**src/ifc_pkg.sv**
```systemverilog
// Constants for the interrupt enable and flag control block.
// Assumes a single 25 MHz core clock domain and an AXI4-Lite master.
package ifc_pkg;
    // Clock period in ns
    localparam int unsigned CLK_PERIOD_NS = 40;
    // Bus geometry
    localparam int unsigned ADDR_W = 12;
    localparam int unsigned DATA_W = 32;
    // Register indices, byte address is four times the index
    localparam int unsigned CTRL_IDX_LO = 'h0B;
    localparam int unsigned CTRL_IDX_HI = 'h8B;
    localparam int unsigned STAT_IDX = 'h10;
    localparam int unsigned CLR_IDX = 'h11;
    localparam int unsigned IEN_IDX = 'h12;
    localparam logic [ADDR_W-1:0] CTRL_ADDR_LO = ADDR_W'(CTRL_IDX_LO * 4);
    localparam logic [ADDR_W-1:0] CTRL_ADDR_HI = ADDR_W'(CTRL_IDX_HI * 4);
    localparam logic [ADDR_W-1:0] STAT_ADDR = ADDR_W'(STAT_IDX * 4);
    localparam logic [ADDR_W-1:0] CLR_ADDR = ADDR_W'(CLR_IDX * 4);
    localparam logic [ADDR_W-1:0] IEN_ADDR = ADDR_W'(IEN_IDX * 4);
    // Control register fields
    localparam int unsigned GLOBAL_EN_BIT = 7;
    localparam int unsigned PERIPH_EN_BIT = 6;
    localparam int unsigned TOVIE_BIT = 5;
    localparam int unsigned EXTIE_BIT = 4;
    localparam int unsigned PCIE_BIT = 3;
    localparam int unsigned TOVF_BIT = 2;
    localparam int unsigned EXTF_BIT = 1;
    localparam int unsigned PCF_BIT = 0;
    localparam logic [7:0] CTRL_RESET = 8'h00;
    // Event status layout: one bit per flag, same positions as flags
    localparam int unsigned EVT_W = 3;
    localparam logic [EVT_W-1:0] EVT_RESET = 3'h0;
    // Responses
    localparam logic [1:0] RESP_OKAY = 2'h0;
    localparam logic [1:0] RESP_SLVERR = 2'h2;
    // Return from interrupt length in core cycles
    localparam int unsigned RET_CYCLES = 2;
    // Return sequencer states, Gray from RET_IDLE to RET_SECOND; two bits change on the step back to RET_IDLE
    typedef enum logic [1:0] {
        RET_IDLE = 2'h0,
        RET_FIRST = 2'h1,
        RET_SECOND = 2'h3
    } ifc_ret_state_type;
endpackage : ifc_pkg

```
**src/ifc_edge.sv**
```systemverilog
// Level change and rising edge detector, one lane per input bit.
// Assumes inputs already synchronous to the clock.
`timescale 1ns/10ps
`default_nettype none
module ifc_edge #(
    parameter int unsigned W = 4
) (
    input wire logic clk_i,
    input wire logic rstn_i,
    input wire logic [W-1:0] lvl_i,
    output logic [W-1:0] chg_o,
    output logic [W-1:0] rise_o
);
    logic [W-1:0] prev;
    logic [W-1:0] next_prev;
    logic primed;
    logic next_primed;

    initial begin
        if (W < 1) begin
            $error("ifc_edge needs at least one lane");
        end
    end

    always_comb begin
        next_prev = lvl_i;
        next_primed = 1'b1;
    end

    always_ff @(posedge clk_i or negedge rstn_i) begin
        if (!rstn_i) begin
            prev <= '0;
            primed <= 1'b0;
        end else begin
            prev <= next_prev;
            primed <= next_primed;
        end
    end

    // Per lane compare against last sample
    for (genvar i = 0; i < W; i++) begin : g_lane
        assign chg_o[i] = primed & (lvl_i[i] ^ prev[i]);
        assign rise_o[i] = primed & lvl_i[i] & ~prev[i];
    end
endmodule : ifc_edge
`default_nettype wire

```
**src/ifc_ret.sv**
```systemverilog
// Return from interrupt sequencer: two cycles, then loads the PC.
// Assumes the core gives a one-cycle request and a stable stack top.
`timescale 1ns/10ps
`default_nettype none
module ifc_ret
    import ifc_pkg::*;
#(
    parameter int unsigned PC_W = 11
) (
    input wire logic clk_i,
    input wire logic rstn_i,
    input wire logic ret_i,
    input wire logic [PC_W-1:0] tos_i,
    output logic load_o,
    output logic [PC_W-1:0] pc_o
);
    ifc_ret_state_type state;
    ifc_ret_state_type next_state;
    logic [PC_W-1:0] next_pc;
    logic next_load;

    initial begin
        if (PC_W < 1 || RET_CYCLES != 2) begin
            $error("ifc_ret cannot serve these settings");
        end
    end

    always_comb begin
        next_state = state;
        next_pc = pc_o;
        next_load = 1'b0;
        case (state)
            RET_IDLE: begin
                if (ret_i) begin
                    next_state = RET_FIRST;
                    next_pc = tos_i;
                end
            end
            RET_FIRST: begin
                next_state = RET_SECOND;
                next_load = 1'b1;
            end
            RET_SECOND: begin
                next_state = RET_IDLE;
            end
            default: begin
                next_state = RET_IDLE;
            end
        endcase
    end

    always_ff @(posedge clk_i or negedge rstn_i) begin
        if (!rstn_i) begin
            state <= RET_IDLE;
            pc_o <= '0;
            load_o <= 1'b0;
        end else begin
            state <= next_state;
            pc_o <= next_pc;
            load_o <= next_load;
        end
    end
endmodule : ifc_ret
`default_nettype wire

```
**src/ifc_top.sv**
```systemverilog
// Interrupt enable and flag control with an AXI4-Lite register slave.
// Assumes one clock, sources synchronous to it, one bus master.
//
// Register access over AXI4-Lite was decided locally.
`timescale 1ns/10ps
`default_nettype none
module ifc_top
    import ifc_pkg::*;
#(
    parameter int unsigned PC_W = 11,
    parameter bit EXT_RISE = 1'b1
) (
    input wire logic CLK_I,
    input wire logic RSTN_I,
    input wire logic [ADDR_W-1:0] S_AXI_AWADDR_I,
    input wire logic S_AXI_AWVALID_I,
    output logic S_AXI_AWREADY_O,
    input wire logic [DATA_W-1:0] S_AXI_WDATA_I,
    input wire logic [DATA_W/8-1:0] S_AXI_WSTRB_I,
    input wire logic S_AXI_WVALID_I,
    output logic S_AXI_WREADY_O,
    output logic [1:0] S_AXI_BRESP_O,
    output logic S_AXI_BVALID_O,
    input wire logic S_AXI_BREADY_I,
    input wire logic [ADDR_W-1:0] S_AXI_ARADDR_I,
    input wire logic S_AXI_ARVALID_I,
    output logic S_AXI_ARREADY_O,
    output logic [DATA_W-1:0] S_AXI_RDATA_O,
    output logic [1:0] S_AXI_RRESP_O,
    output logic S_AXI_RVALID_O,
    input wire logic S_AXI_RREADY_I,
    input wire logic TIMER_OVF_I,
    input wire logic EXT_IRQ_PIN_I,
    input wire logic [2:0] PORT_PIN_I,
    input wire logic PERIPH_IRQ_I,
    input wire logic RETURN_FROM_IRQ_I,
    input wire logic [PC_W-1:0] TOS_I,
    output logic PC_LOAD_O,
    output logic [PC_W-1:0] PC_O,
    output logic CORE_IRQ_O,
    output logic IRQ_O
);
    logic [7:0] ctrl;
    logic [7:0] next_ctrl;
    logic [EVT_W-1:0] ist;
    logic [EVT_W-1:0] next_ist;
    logic [EVT_W-1:0] ien;
    logic [EVT_W-1:0] next_ien;
    logic next_core_irq;
    logic next_irq;
    logic aw_full;
    logic next_aw_full;
    logic w_full;
    logic next_w_full;
    logic [ADDR_W-1:0] awaddr;
    logic [ADDR_W-1:0] next_awaddr;
    logic [DATA_W-1:0] wdata;
    logic [DATA_W-1:0] next_wdata;
    logic wstrb0;
    logic next_wstrb0;
    logic next_awready;
    logic next_wready;
    logic next_bvalid;
    logic [1:0] next_bresp;
    logic next_arready;
    logic next_rvalid;
    logic [DATA_W-1:0] next_rdata;
    logic [1:0] next_rresp;
    logic aw_hs;
    logic w_hs;
    logic ar_hs;
    logic do_write;
    logic wr_ctrl;
    logic [3:0] chg;
    logic [3:0] rise;
    logic [EVT_W-1:0] evt;
    logic ret_load;

    initial begin
        if (PC_W < 1 || PC_W > DATA_W) begin
            $error("ifc_top program counter width out of range");
        end
    end

    // Lanes 0 to 2: port pins, lane 3: external interrupt pin
    ifc_edge #(
        .W(4)
    ) u_edge (
        .clk_i(CLK_I),
        .rstn_i(RSTN_I),
        .lvl_i({EXT_IRQ_PIN_I, PORT_PIN_I}),
        .chg_o(chg),
        .rise_o(rise)
    );

    ifc_ret #(
        .PC_W(PC_W)
    ) u_ret (
        .clk_i(CLK_I),
        .rstn_i(RSTN_I),
        .ret_i(RETURN_FROM_IRQ_I),
        .tos_i(TOS_I),
        .load_o(ret_load),
        .pc_o(PC_O)
    );

    // Source events, flag positions
    always_comb begin
        evt = '0;
        evt[TOVF_BIT] = TIMER_OVF_I;
        evt[EXTF_BIT] = EXT_RISE ? rise[3] : (chg[3] & ~rise[3]);
        evt[PCF_BIT] = |chg[2:0];
    end

    assign aw_hs = S_AXI_AWVALID_I & S_AXI_AWREADY_O;
    assign w_hs = S_AXI_WVALID_I & S_AXI_WREADY_O;
    assign ar_hs = S_AXI_ARVALID_I & S_AXI_ARREADY_O;
    assign do_write = aw_full & w_full & ~S_AXI_BVALID_O;
    assign wr_ctrl = do_write & wstrb0 &
        (awaddr == CTRL_ADDR_LO || awaddr == CTRL_ADDR_HI);

    // Write channel
    always_comb begin
        next_awaddr = aw_hs ? S_AXI_AWADDR_I : awaddr;
        next_wdata = w_hs ? S_AXI_WDATA_I : wdata;
        next_wstrb0 = w_hs ? S_AXI_WSTRB_I[0] : wstrb0;
        next_aw_full = (aw_full & ~do_write) | aw_hs;
        next_w_full = (w_full & ~do_write) | w_hs;
        next_bvalid = do_write | (S_AXI_BVALID_O & ~S_AXI_BREADY_I);
        next_bresp = S_AXI_BRESP_O;
        if (do_write) begin
            case (awaddr)
                CTRL_ADDR_LO, CTRL_ADDR_HI, STAT_ADDR, CLR_ADDR,
                IEN_ADDR: begin
                    next_bresp = RESP_OKAY;
                end
                default: begin
                    next_bresp = RESP_SLVERR;
                end
            endcase
        end
        next_awready = ~next_aw_full & ~next_bvalid;
        next_wready = ~next_w_full & ~next_bvalid;
    end

    // Register state
    always_comb begin
        next_ctrl = ctrl;
        next_ist = ist;
        next_ien = ien;
        if (wr_ctrl) begin
            next_ctrl = wdata[7:0];
        end
        if (ret_load) begin
            next_ctrl[GLOBAL_EN_BIT] = 1'b1;
        end
        // Set wins over a software clear
        next_ctrl[EVT_W-1:0] = next_ctrl[EVT_W-1:0] | evt;
        if (do_write && wstrb0 && awaddr == CLR_ADDR) begin
            next_ist = ist & ~wdata[EVT_W-1:0];
        end
        if (do_write && wstrb0 && awaddr == IEN_ADDR) begin
            next_ien = wdata[EVT_W-1:0];
        end
        next_ist = next_ist | evt;
        next_irq = |(next_ist & next_ien);
        next_core_irq = next_ctrl[GLOBAL_EN_BIT] & (
            (next_ctrl[TOVIE_BIT] & next_ctrl[TOVF_BIT]) |
            (next_ctrl[EXTIE_BIT] & next_ctrl[EXTF_BIT]) |
            (next_ctrl[PCIE_BIT] & next_ctrl[PCF_BIT]) |
            (next_ctrl[PERIPH_EN_BIT] & PERIPH_IRQ_I));
    end

    // Read channel
    always_comb begin
        next_rvalid = ar_hs | (S_AXI_RVALID_O & ~S_AXI_RREADY_I);
        next_rdata = S_AXI_RDATA_O;
        next_rresp = S_AXI_RRESP_O;
        if (ar_hs) begin
            next_rdata = '0;
            next_rresp = RESP_OKAY;
            case (S_AXI_ARADDR_I)
                CTRL_ADDR_LO, CTRL_ADDR_HI: begin
                    next_rdata[7:0] = ctrl;
                end
                STAT_ADDR: begin
                    next_rdata[EVT_W-1:0] = ist;
                end
                IEN_ADDR: begin
                    next_rdata[EVT_W-1:0] = ien;
                end
                CLR_ADDR: begin
                    next_rdata = '0;
                end
                default: begin
                    next_rresp = RESP_SLVERR;
                end
            endcase
        end
        next_arready = ~next_rvalid;
    end

    always_ff @(posedge CLK_I or negedge RSTN_I) begin
        if (!RSTN_I) begin
            ctrl <= CTRL_RESET;
            ist <= EVT_RESET;
            ien <= EVT_RESET;
            CORE_IRQ_O <= 1'b0;
            IRQ_O <= 1'b0;
            aw_full <= 1'b0;
            w_full <= 1'b0;
            awaddr <= '0;
            wdata <= '0;
            wstrb0 <= 1'b0;
            S_AXI_AWREADY_O <= 1'b0;
            S_AXI_WREADY_O <= 1'b0;
            S_AXI_BVALID_O <= 1'b0;
            S_AXI_BRESP_O <= RESP_OKAY;
            S_AXI_ARREADY_O <= 1'b0;
            S_AXI_RVALID_O <= 1'b0;
            S_AXI_RDATA_O <= '0;
            S_AXI_RRESP_O <= RESP_OKAY;
            PC_LOAD_O <= 1'b0;
        end else begin
            ctrl <= next_ctrl;
            ist <= next_ist;
            ien <= next_ien;
            CORE_IRQ_O <= next_core_irq;
            IRQ_O <= next_irq;
            aw_full <= next_aw_full;
            w_full <= next_w_full;
            awaddr <= next_awaddr;
            wdata <= next_wdata;
            wstrb0 <= next_wstrb0;
            S_AXI_AWREADY_O <= next_awready;
            S_AXI_WREADY_O <= next_wready;
            S_AXI_BVALID_O <= next_bvalid;
            S_AXI_BRESP_O <= next_bresp;
            S_AXI_ARREADY_O <= next_arready;
            S_AXI_RVALID_O <= next_rvalid;
            S_AXI_RDATA_O <= next_rdata;
            S_AXI_RRESP_O <= next_rresp;
            PC_LOAD_O <= ret_load;
        end
    end
endmodule : ifc_top
`default_nettype wire

```
**config.mk**
```make
export PLATFORM = sky130hd
export DESIGN_NAME = ifc_top
export DESIGN_NICKNAME = d
export VERILOG_FILES = /design/src/ifc_pkg.sv /design/src/ifc_edge.sv /design/src/ifc_ret.sv /design/src/ifc_top.sv
export SDC_FILE = /design/constraint.sdc
export NUM_CORES = 1
export LEC_CHECK = 0
export BUFFER_PORTS_ARGS = -buffer_cell sky130_fd_sc_hd__buf_4
export CAP_MARGIN = 10
export CORE_ASPECT_RATIO = 0.6
export CORE_MARGIN = 1.5
export CORE_UTILIZATION = 35
export DETAILED_ROUTE_END_ITERATION = 8
export PLACE_DENSITY_LB_ADDON = 0.08
export SLEW_MARGIN = 15
export SYNTH_ARGS = -nofsm -noshare
export SYNTH_HDL_FRONTEND = slang
export SYNTH_SLANG_ARGS = --single-unit
```
**constraint.sdc**
```tcl
create_clock -name CLK_I -period 2 [get_ports CLK_I]
set_input_delay 0.4 -clock CLK_I [delete_from_list [all_inputs] [get_ports CLK_I]]
set_output_delay 0.4 -clock CLK_I [all_outputs]
set_load 0.01 [all_outputs]
```
==> summary.md, run 1 <==
| Metric | Value |
|---|---|
| Worst hold path type | `input pin to flop` |
| Cell mode on critical path | `buf_4` |
| CP max-delay cell | `dfrtp_1` |
| Outcome | `finished clean` |
| Cell Rows | `26` |
| 1st-pass router iterations | `6` |
| Setup tns final | `0 ns` |
| Worst path required time | `2.19 ns` |
| EDFF count, synth | `0` |
| First-pass GRT wire length | `11200 um` |
| Tot GR Track Use | `15.2%` |
| Gpl congestion | `0.765` |
| Leak pwr | `2.07 nW` |
| Post-synthesis async set-or-reset flop share | `100%` |
| R2r startpoint | `awaddr[10]` |
| Die span in x | `127 um` |
| Slew Viols, Final | `0` |
| Max cap viols | `0` |
| Gr ovfl total | `0` |
| Slew HR | `60.7%` |
| Iter 0 DRT Violations | `82` |
| Mapped Area | `0.00324 sq mm` |
| Non-Filler Instances | `490` |
| ANT nets after route | `0` |
| Share of cells above drive strength 1 | `41.8%` |
| I/O pins | `140` |
| Synthesized area per cell | `11.9 sq um` |
| # diodes | `0` |
| Total of warnings raised by yosys | `0` |
| Root Buffer Master | `clkbuf_16` |
| Worst Hold Launch | `EXT_IRQ_PIN_I` |
| Biggest cell delay along the critical path | `0.41 ns` |
| CP endpoint kind | `flop` |
| # setup viols final | `0` |
| Sequential area share after synthesis | `57.2%` |
| Die Height | `77.5 um` |
| H-tree depth | `3` |
| Min Hold Slack | `0.187 ns` |
| Pin count of the biggest net entering global routing | `32` |
| HPWL after DPL | `5330 um` |
| Seq cells post-synth | `74` |
| Final worst-path cycle share | `94.0%` |
| CTS tree | `yes` |
| Startpoint types | `flop` |
| Unrepaired setup endpoints after global routing | `false` |
| Share of the synthesized area in the top cell type | `57.2%` |
| Critical path arrival | `2.07 ns` |
| Antenna violations before repair | `0` |
| Setup bufs post-CTS | `0` |
| Worst-path clk slew | `0.05 ns` |
| Finished Core Util | `48.8%` |
| CTS Buf Count | `9` |
| CP delay by family, top | `simple AND/OR/NAND/NOR gates` |
| Final net count | `460` |
| Routed vias/inst | `4.58` |
| Final wirelength | `6870 um` |
| CTS max path bufs | `2` |
| CP Cell Sequence | `nor4_4 > buf_4 > and4_2 > buf_4 > nand3_1 > a21oi_1 > o221ai_1` |
| Worst setup path class | `flop to flop` |
| # placed instances | `475` |
| Max Clock Freq | `532 MHz` |
| Area grow syn2layout | `31.8%` |
| Crit path buf inv count | `2` |
| CP startpoint | `awaddr[10]` |
| Port bufs | `86` |
| Maximum VDD drop | `0.000772 V` |
| Final hold vios | `0` |
| Post-DR wirelength/cell | `14.0 um` |
| Tmin final | `1.88 ns` |
| Total number of vias | `2242` |
| Ys flop type | `dfrtp_1` |
| Netlist cell types | `43` |
| CORE AREA | `0.00875 sq mm` |
| Clock skew | `0.00648 ns` |
| Worst-skew pair later-pin latency | `0.33 ns` |
| Pwr per Cell Area | `1180 mW/mm^2` |
| Vias in the first global route | `2142` |
| Leading post-synthesis cells by cell area | `dfrtp_1, mux2_2, buf_4, nand2_1, mux2i_1` |
| Dominant cell type by area after synthesis | `dfrtp_1` |
| Clock Sink Count | `74` |
| Die footprint | `0.00986 sq mm` |
| Initial core utilization | `37.0%` |
| Crit-path max FO | `4` |
| DRC viols | `0` |
| Gate Count Post-Synth | `271` |
| Tightest Pin Transition | `0.588 ns` |
==> synthesized netlist by cell type, types with 2 or more instances <==
master	instances
a21oi_1	5
a2bb2oi_1	3
and2_1	3
and4b_4	2
buf_4	27
clkbuf_1	4
conb_1	2
dfrtp_1	74
inv_1	10
mux2_2	33
mux2_4	2
mux2i_1	5
nand2_1	35
nand3_1	10
nand3b_1	2
nor2_1	9
nor2b_1	5
nor3b_1	2
o211ai_1	4
o21ai_0	6
o21ai_1	3
or2_2	2
xnor2_1	3
==> through the flow <==
stage / power (mW) / worst slack, ns / area, sq um
floorplan: 3.04 / 0.0684 / 3330
global placement: 3.61 / 0.0708 / 3990
detailed placement: 3.66 / 0.0610 / 3990
CTS: 5.11 / 0.0522 / 4260
global route: 5.36 / 0.000909 / 4270
finish: 5.03 / 0.119 / 4270
==> sequential cells by signal, indices dropped and copies added, names as in the netlist, 2 cells and up <==
register	cells
ctrl	8
u_edge.prev	4
u_ret.state	2
wdata	8
S_AXI_RDATA_O	8
ien	3
u_ret.pc_o	11
awaddr	12
ist	3
==> worst paths after layout <==
path / end / slack, ns / depth (start not counted)
max: IRQ_O / 0.12 / 7
min: u_edge.prev[3] / 0.19 / 1
max reg2reg: IRQ_O / 0.12 / 7
min reg2reg: PC_LOAD_O / 0.37 / 0
max in group asynchronous: S_AXI_RDATA_O[0] / 0.89 / 3
min in group asynchronous: u_ret.pc_o[10] / 0.53 / 2
==> cell families after synthesis <==
kind of cell	after synthesis	synth area share, %
AOI/OAI and AO/OA	28	5.64
xor gates and xnor gates	3	0.812
buffers and inverters	42	8.00
DFF	74	57.2
muxes	40	13.9
other	2	0.232
and+or+nand+nor	82	14.2
==> per-layer routing <==
metal  track usage (%)  wire [um]  part of all wire (%)
met3              5.86        369                   5.4
met2              19.6       2720                    40
met5                 0          0                     0
met4              5.11         85                   1.2
met1              22.8       3690                    54
==> cells in the final DEF (no fill, tap or decap), types with 2 or more instances in the layout <==
master,instances
nand3b_1,2
nand3_1,10
nor2_1,9
mux2_2,33
o21ai_1,4
inv_1,10
nand2_1,35
xnor2_1,3
and4b_4,2
o211ai_1,4
and2_1,2
or2_2,2
mux2_4,2
a2bb2oi_1,3
clkinv_2,4
a21oi_1,5
and4_2,2
dfrtp_1,74
o21ai_0,5
nor3b_1,2
nor2b_1,5
buf_4,99
conb_1,27
clkbuf_16,9
mux2i_1,5
==> cell type report <==
type / count / area [sq um]
timing repair buffer: 100 / 753
sequential: 74 / 1850
clock inverter: 4 / 20.0
inverter: 10 / 37.5
fill: 835 / 4480
clock buffer: 10 / 239
tap: 112 / 140
multi-input combinational: 180 / 1220
==> timing repair <==
| item | 4_1_cts | 5_1_grt |
|---|---|---|
| hold buffers | 1 | 0 |
| gates resized for setup | 0 | 3 |
| endpoints found under the setup margin | 0 | 2 |
| hold endpoints to repair | 7 | 0 |
==> power breakdown <==
part	total, mW	switching [mW]	internal (mW)
combinational	1.33	0.551	0.775
sequential	2.29	0.336	1.95
clock	1.42	0.573	0.849
total	5.03	1.46	3.57
Power figures use the tool's default switching activity.
==> run 2: changes to the inputs <==
--- a/config.mk
+++ b/config.mk
@@ -9,7 +9,7 @@
 export CAP_MARGIN = 10
 export CORE_ASPECT_RATIO = 0.6
 export CORE_MARGIN = 1.5
-export CORE_UTILIZATION = 35
+export CORE_UTILIZATION = 43
 export DETAILED_ROUTE_END_ITERATION = 8
 export PLACE_DENSITY_LB_ADDON = 0.08
 export SLEW_MARGIN = 15
==> constraint.sdc (replaced) <==
create_clock -name CLK_I -period 1.6 [get_ports CLK_I]
set_input_delay 0.32 -clock CLK_I [delete_from_list [all_inputs] [get_ports CLK_I]]
set_output_delay 0.32 -clock CLK_I [all_outputs]
set_load 0.01 [all_outputs]
==> run 2 against run 1 <==
The run now ends with setup timing left. Register-to-register slack lost 0.38 ns. Core utilization grew 13 points. First-iteration DRC count grew 11%. Wire length shrank 2.8%. Via count shrank 0.31%. Global-route usage grew 2.9 points. Total power grew 31%. Critical path type unchanged. Critical endpoint is now ien[1]. Largest power group unchanged.
==> summary.md, run 2 (synthesis gave the netlist of run 1 again) <==
| Metric | Value |
|---|---|
| Outcome | `finished, violations left` |
| Failing checks | `setup timing` |
| First-pass GRT wire length | `11200 um (+0.12%)` |
| Worst setup path class | `flop to flop` |
| Non-Filler Instances | `496 (+1.2%)` |
| Startpoint types | `flop` |
| I/O pins | `140 (unchanged)` |
| Die span in x | `115 um (-9.5%)` |
| Worst-path clk slew | `0.05 ns (about the same)` |
| Final wirelength | `6670 um (-2.8%)` |
| Final worst-path cycle share | `116% (+22 points)` |
| # placed instances | `477 (+0.42%)` |
| Tmin final | `1.86 ns (-0.0192 ns)` |
| Clock skew | `0.00554 ns (-0.000936 ns)` |
| Tightest Pin Transition | `0.549 ns (-0.0392 ns)` |
| Clock Sink Count | `74 (unchanged)` |
| Slew HR | `63.2% (+2.5 points)` |
| Worst hold path type | `input pin to flop` |
| 1st-pass router iterations | `4 (-2)` |
| Design Area, Final | `0.00450 sq mm (+5.4%)` |
| Share of cells above drive strength 1 | `46.4% (+4.6 points)` |
| CTS tree | `yes` |
| Antenna violations before repair | `0 (unchanged)` |
| CP max-delay cell | `dfrtp_1` |
| Unrepaired setup endpoints after global routing | `true` |
| Cell mode on critical path | `buf_4` |
| Commonest non-fill, non-tap cell in the layout | `buf_4` |
| CORE AREA | `0.00727 sq mm (-17%)` |
| Pwr per Cell Area | `1460 mW/mm^2 (+24%)` |
| Root Buffer Master | `clkbuf_16` |
| Gr ovfl total | `0 (unchanged)` |
| Gpl congestion | `0.754 (-1.5%)` |
| CTS Buf Count | `9 (unchanged)` |
| Biggest cell delay along the critical path | `0.40 ns (about the same)` |
| Top reg by flops | `awaddr` |
| HPWL after DPL | `4790 um (-10%)` |
| CTS max path bufs | `2 (unchanged)` |
| Filler cells | `601 (-28%)` |
| Vias in the first global route | `2273 (+6.1%)` |
| Max cap viols | `0 (unchanged)` |
| Area of the multi-input gates | `0.00132 sq mm (+8.0%)` |
| Setup tns final | `-1.30 ns (-1.30 ns)` |
| Maximum VDD drop | `0.000970 V (+26%)` |
| Tot GR Track Use | `18.1% (+2.9 points)` |
| ANT nets after route | `0 (unchanged)` |
| Worst-skew pair later-pin latency | `0.32 ns (about the same)` |
| Placed Area | `0.00408 sq mm (+2.0%)` |
| Die footprint | `0.00808 sq mm (-18%)` |
| Overall power | `6.59 mW (+31%)` |
| Port bufs | `86 (unchanged)` |
| Place WS | `-0.269 ns (-0.330 ns)` |
| Max Clock Freq | `537 MHz (+1.0%)` |
| Max reg flops | `12 (unchanged)` |
| Final hold vios | `0 (unchanged)` |
| DRC viols | `0 (unchanged)` |
| Pin count of the biggest net entering global routing | `36 (+13%)` |
| # setup viols final | `7 (+7)` |
| Total number of vias | `2235 (-0.31%)` |
| Slew Viols, Final | `0 (unchanged)` |
| CP endpoint kind | `flop` |
| # diodes | `0 (unchanged)` |
| Commonest non-fill, non-tap cells in the layout | `buf_4, dfrtp_1, nand2_1, mux2_2, conb_1` |
| Iter 0 DRT Violations | `91 (+11%)` |
| CP Cell Sequence | `nor4_4 > buf_4 > and4_4 > and2_4 > mux2i_2 > buf_4 > inv_2` |
| Routed vias/inst | `4.51 (-1.5%)` |
| Final net count | `472 (+2.6%)` |
| Crit-path max FO | `4 (unchanged)` |
| Finished Core Util | `61.9% (+13 points)` |
| Min Hold Slack | `0.113 ns (-0.0734 ns)` |
| Reg area | `0.00185 sq mm (unchanged)` |
| Leak pwr | `2.15 nW (+3.8%)` |
| Top Registers | `awaddr (12), u_ret.pc_o (11)` |
| Worst path required time | `1.82 ns (-0.37 ns)` |
| Critical path arrival | `2.09 ns (+0.02 ns)` |
| Die Height | `70.2 um (-9.4%)` |
| H-tree depth | `3 (unchanged)` |
| Cell Rows | `24 (-7.7%)` |
| PnR worst setup slack | `-0.262 ns (-0.381 ns)` |
| Area grow syn2layout | `38.9%` |
| Post-DR wirelength/cell | `13.5 um (-4.0%)` |
| Initial core utilization | `44.6% (+7.6 points)` |
==> run 2: cell count changes in the layout (fill, tap and decap cells not counted), sizes merged <==
| cell | change |
|---|---|
| clkinv | -2 |
| bufinv | +1 |
| buf | +12 |
| clkbuf | +3 |
==> run 2: routing by layer <==
layer | vias up | wire length [um] | global-route usage [%]
met5 | - | 0 | 0
met4 | 0 | 34 | 3.29
met3 | 4 | 465 | 6.34
met2 | 81 | 2740 | 24.9
met1 | 1041 | 3440 | 27.6
li1 | 1109 | - | -
==> run 2: area by class of cell <==
cell class              count  area share [%]
multi-input cells         180            29.4
inverters                  10           0.835
flip-flops and latches     74            41.2
clock inverters             3           0.890
repair buffers            112            19.4
clock buffers              13            5.34
well taps                 104            2.89
==> run 2: repair_timing <==
item                                   CTS  global route
endpoints found under the hold margin   29             0
setup endpoints to repair                8            11
pin swaps                                9             5
buffers inserted                         2             0
gates resized for setup                 19            13
hold buffers                             1             0
==> run 2: power breakdown <==
part           total, mW  switching, mW  internal [mW]
registers           2.85          0.418           2.44
logic               1.83          0.770           1.06
clock network       1.90          0.698           1.20
==> run 2: worst max-delay path: cells and delay by family, from the launching register on <==
kind	cells	cell delay, ns
buf+inv	3	0.35
flops	1	0.40
mux	1	0.26
simple gates	3	0.75
==> run 2: path summary, 6_finish.rpt <==
path                               start             end  slack [ns]  depth (start not counted)
max in group asynchronous         RSTN_I       awaddr[2]        0.61                          3
min in group asynchronous         RSTN_I       awaddr[0]        0.47                          2
hold / removal             EXT_IRQ_PIN_I  u_edge.prev[3]        0.11                          1
hold reg to reg             u_ret.load_o       PC_LOAD_O        0.37                          0
setup / recovery              awaddr[10]          ien[1]       -0.26                          7
setup reg to reg              awaddr[10]          ien[1]       -0.26                          7
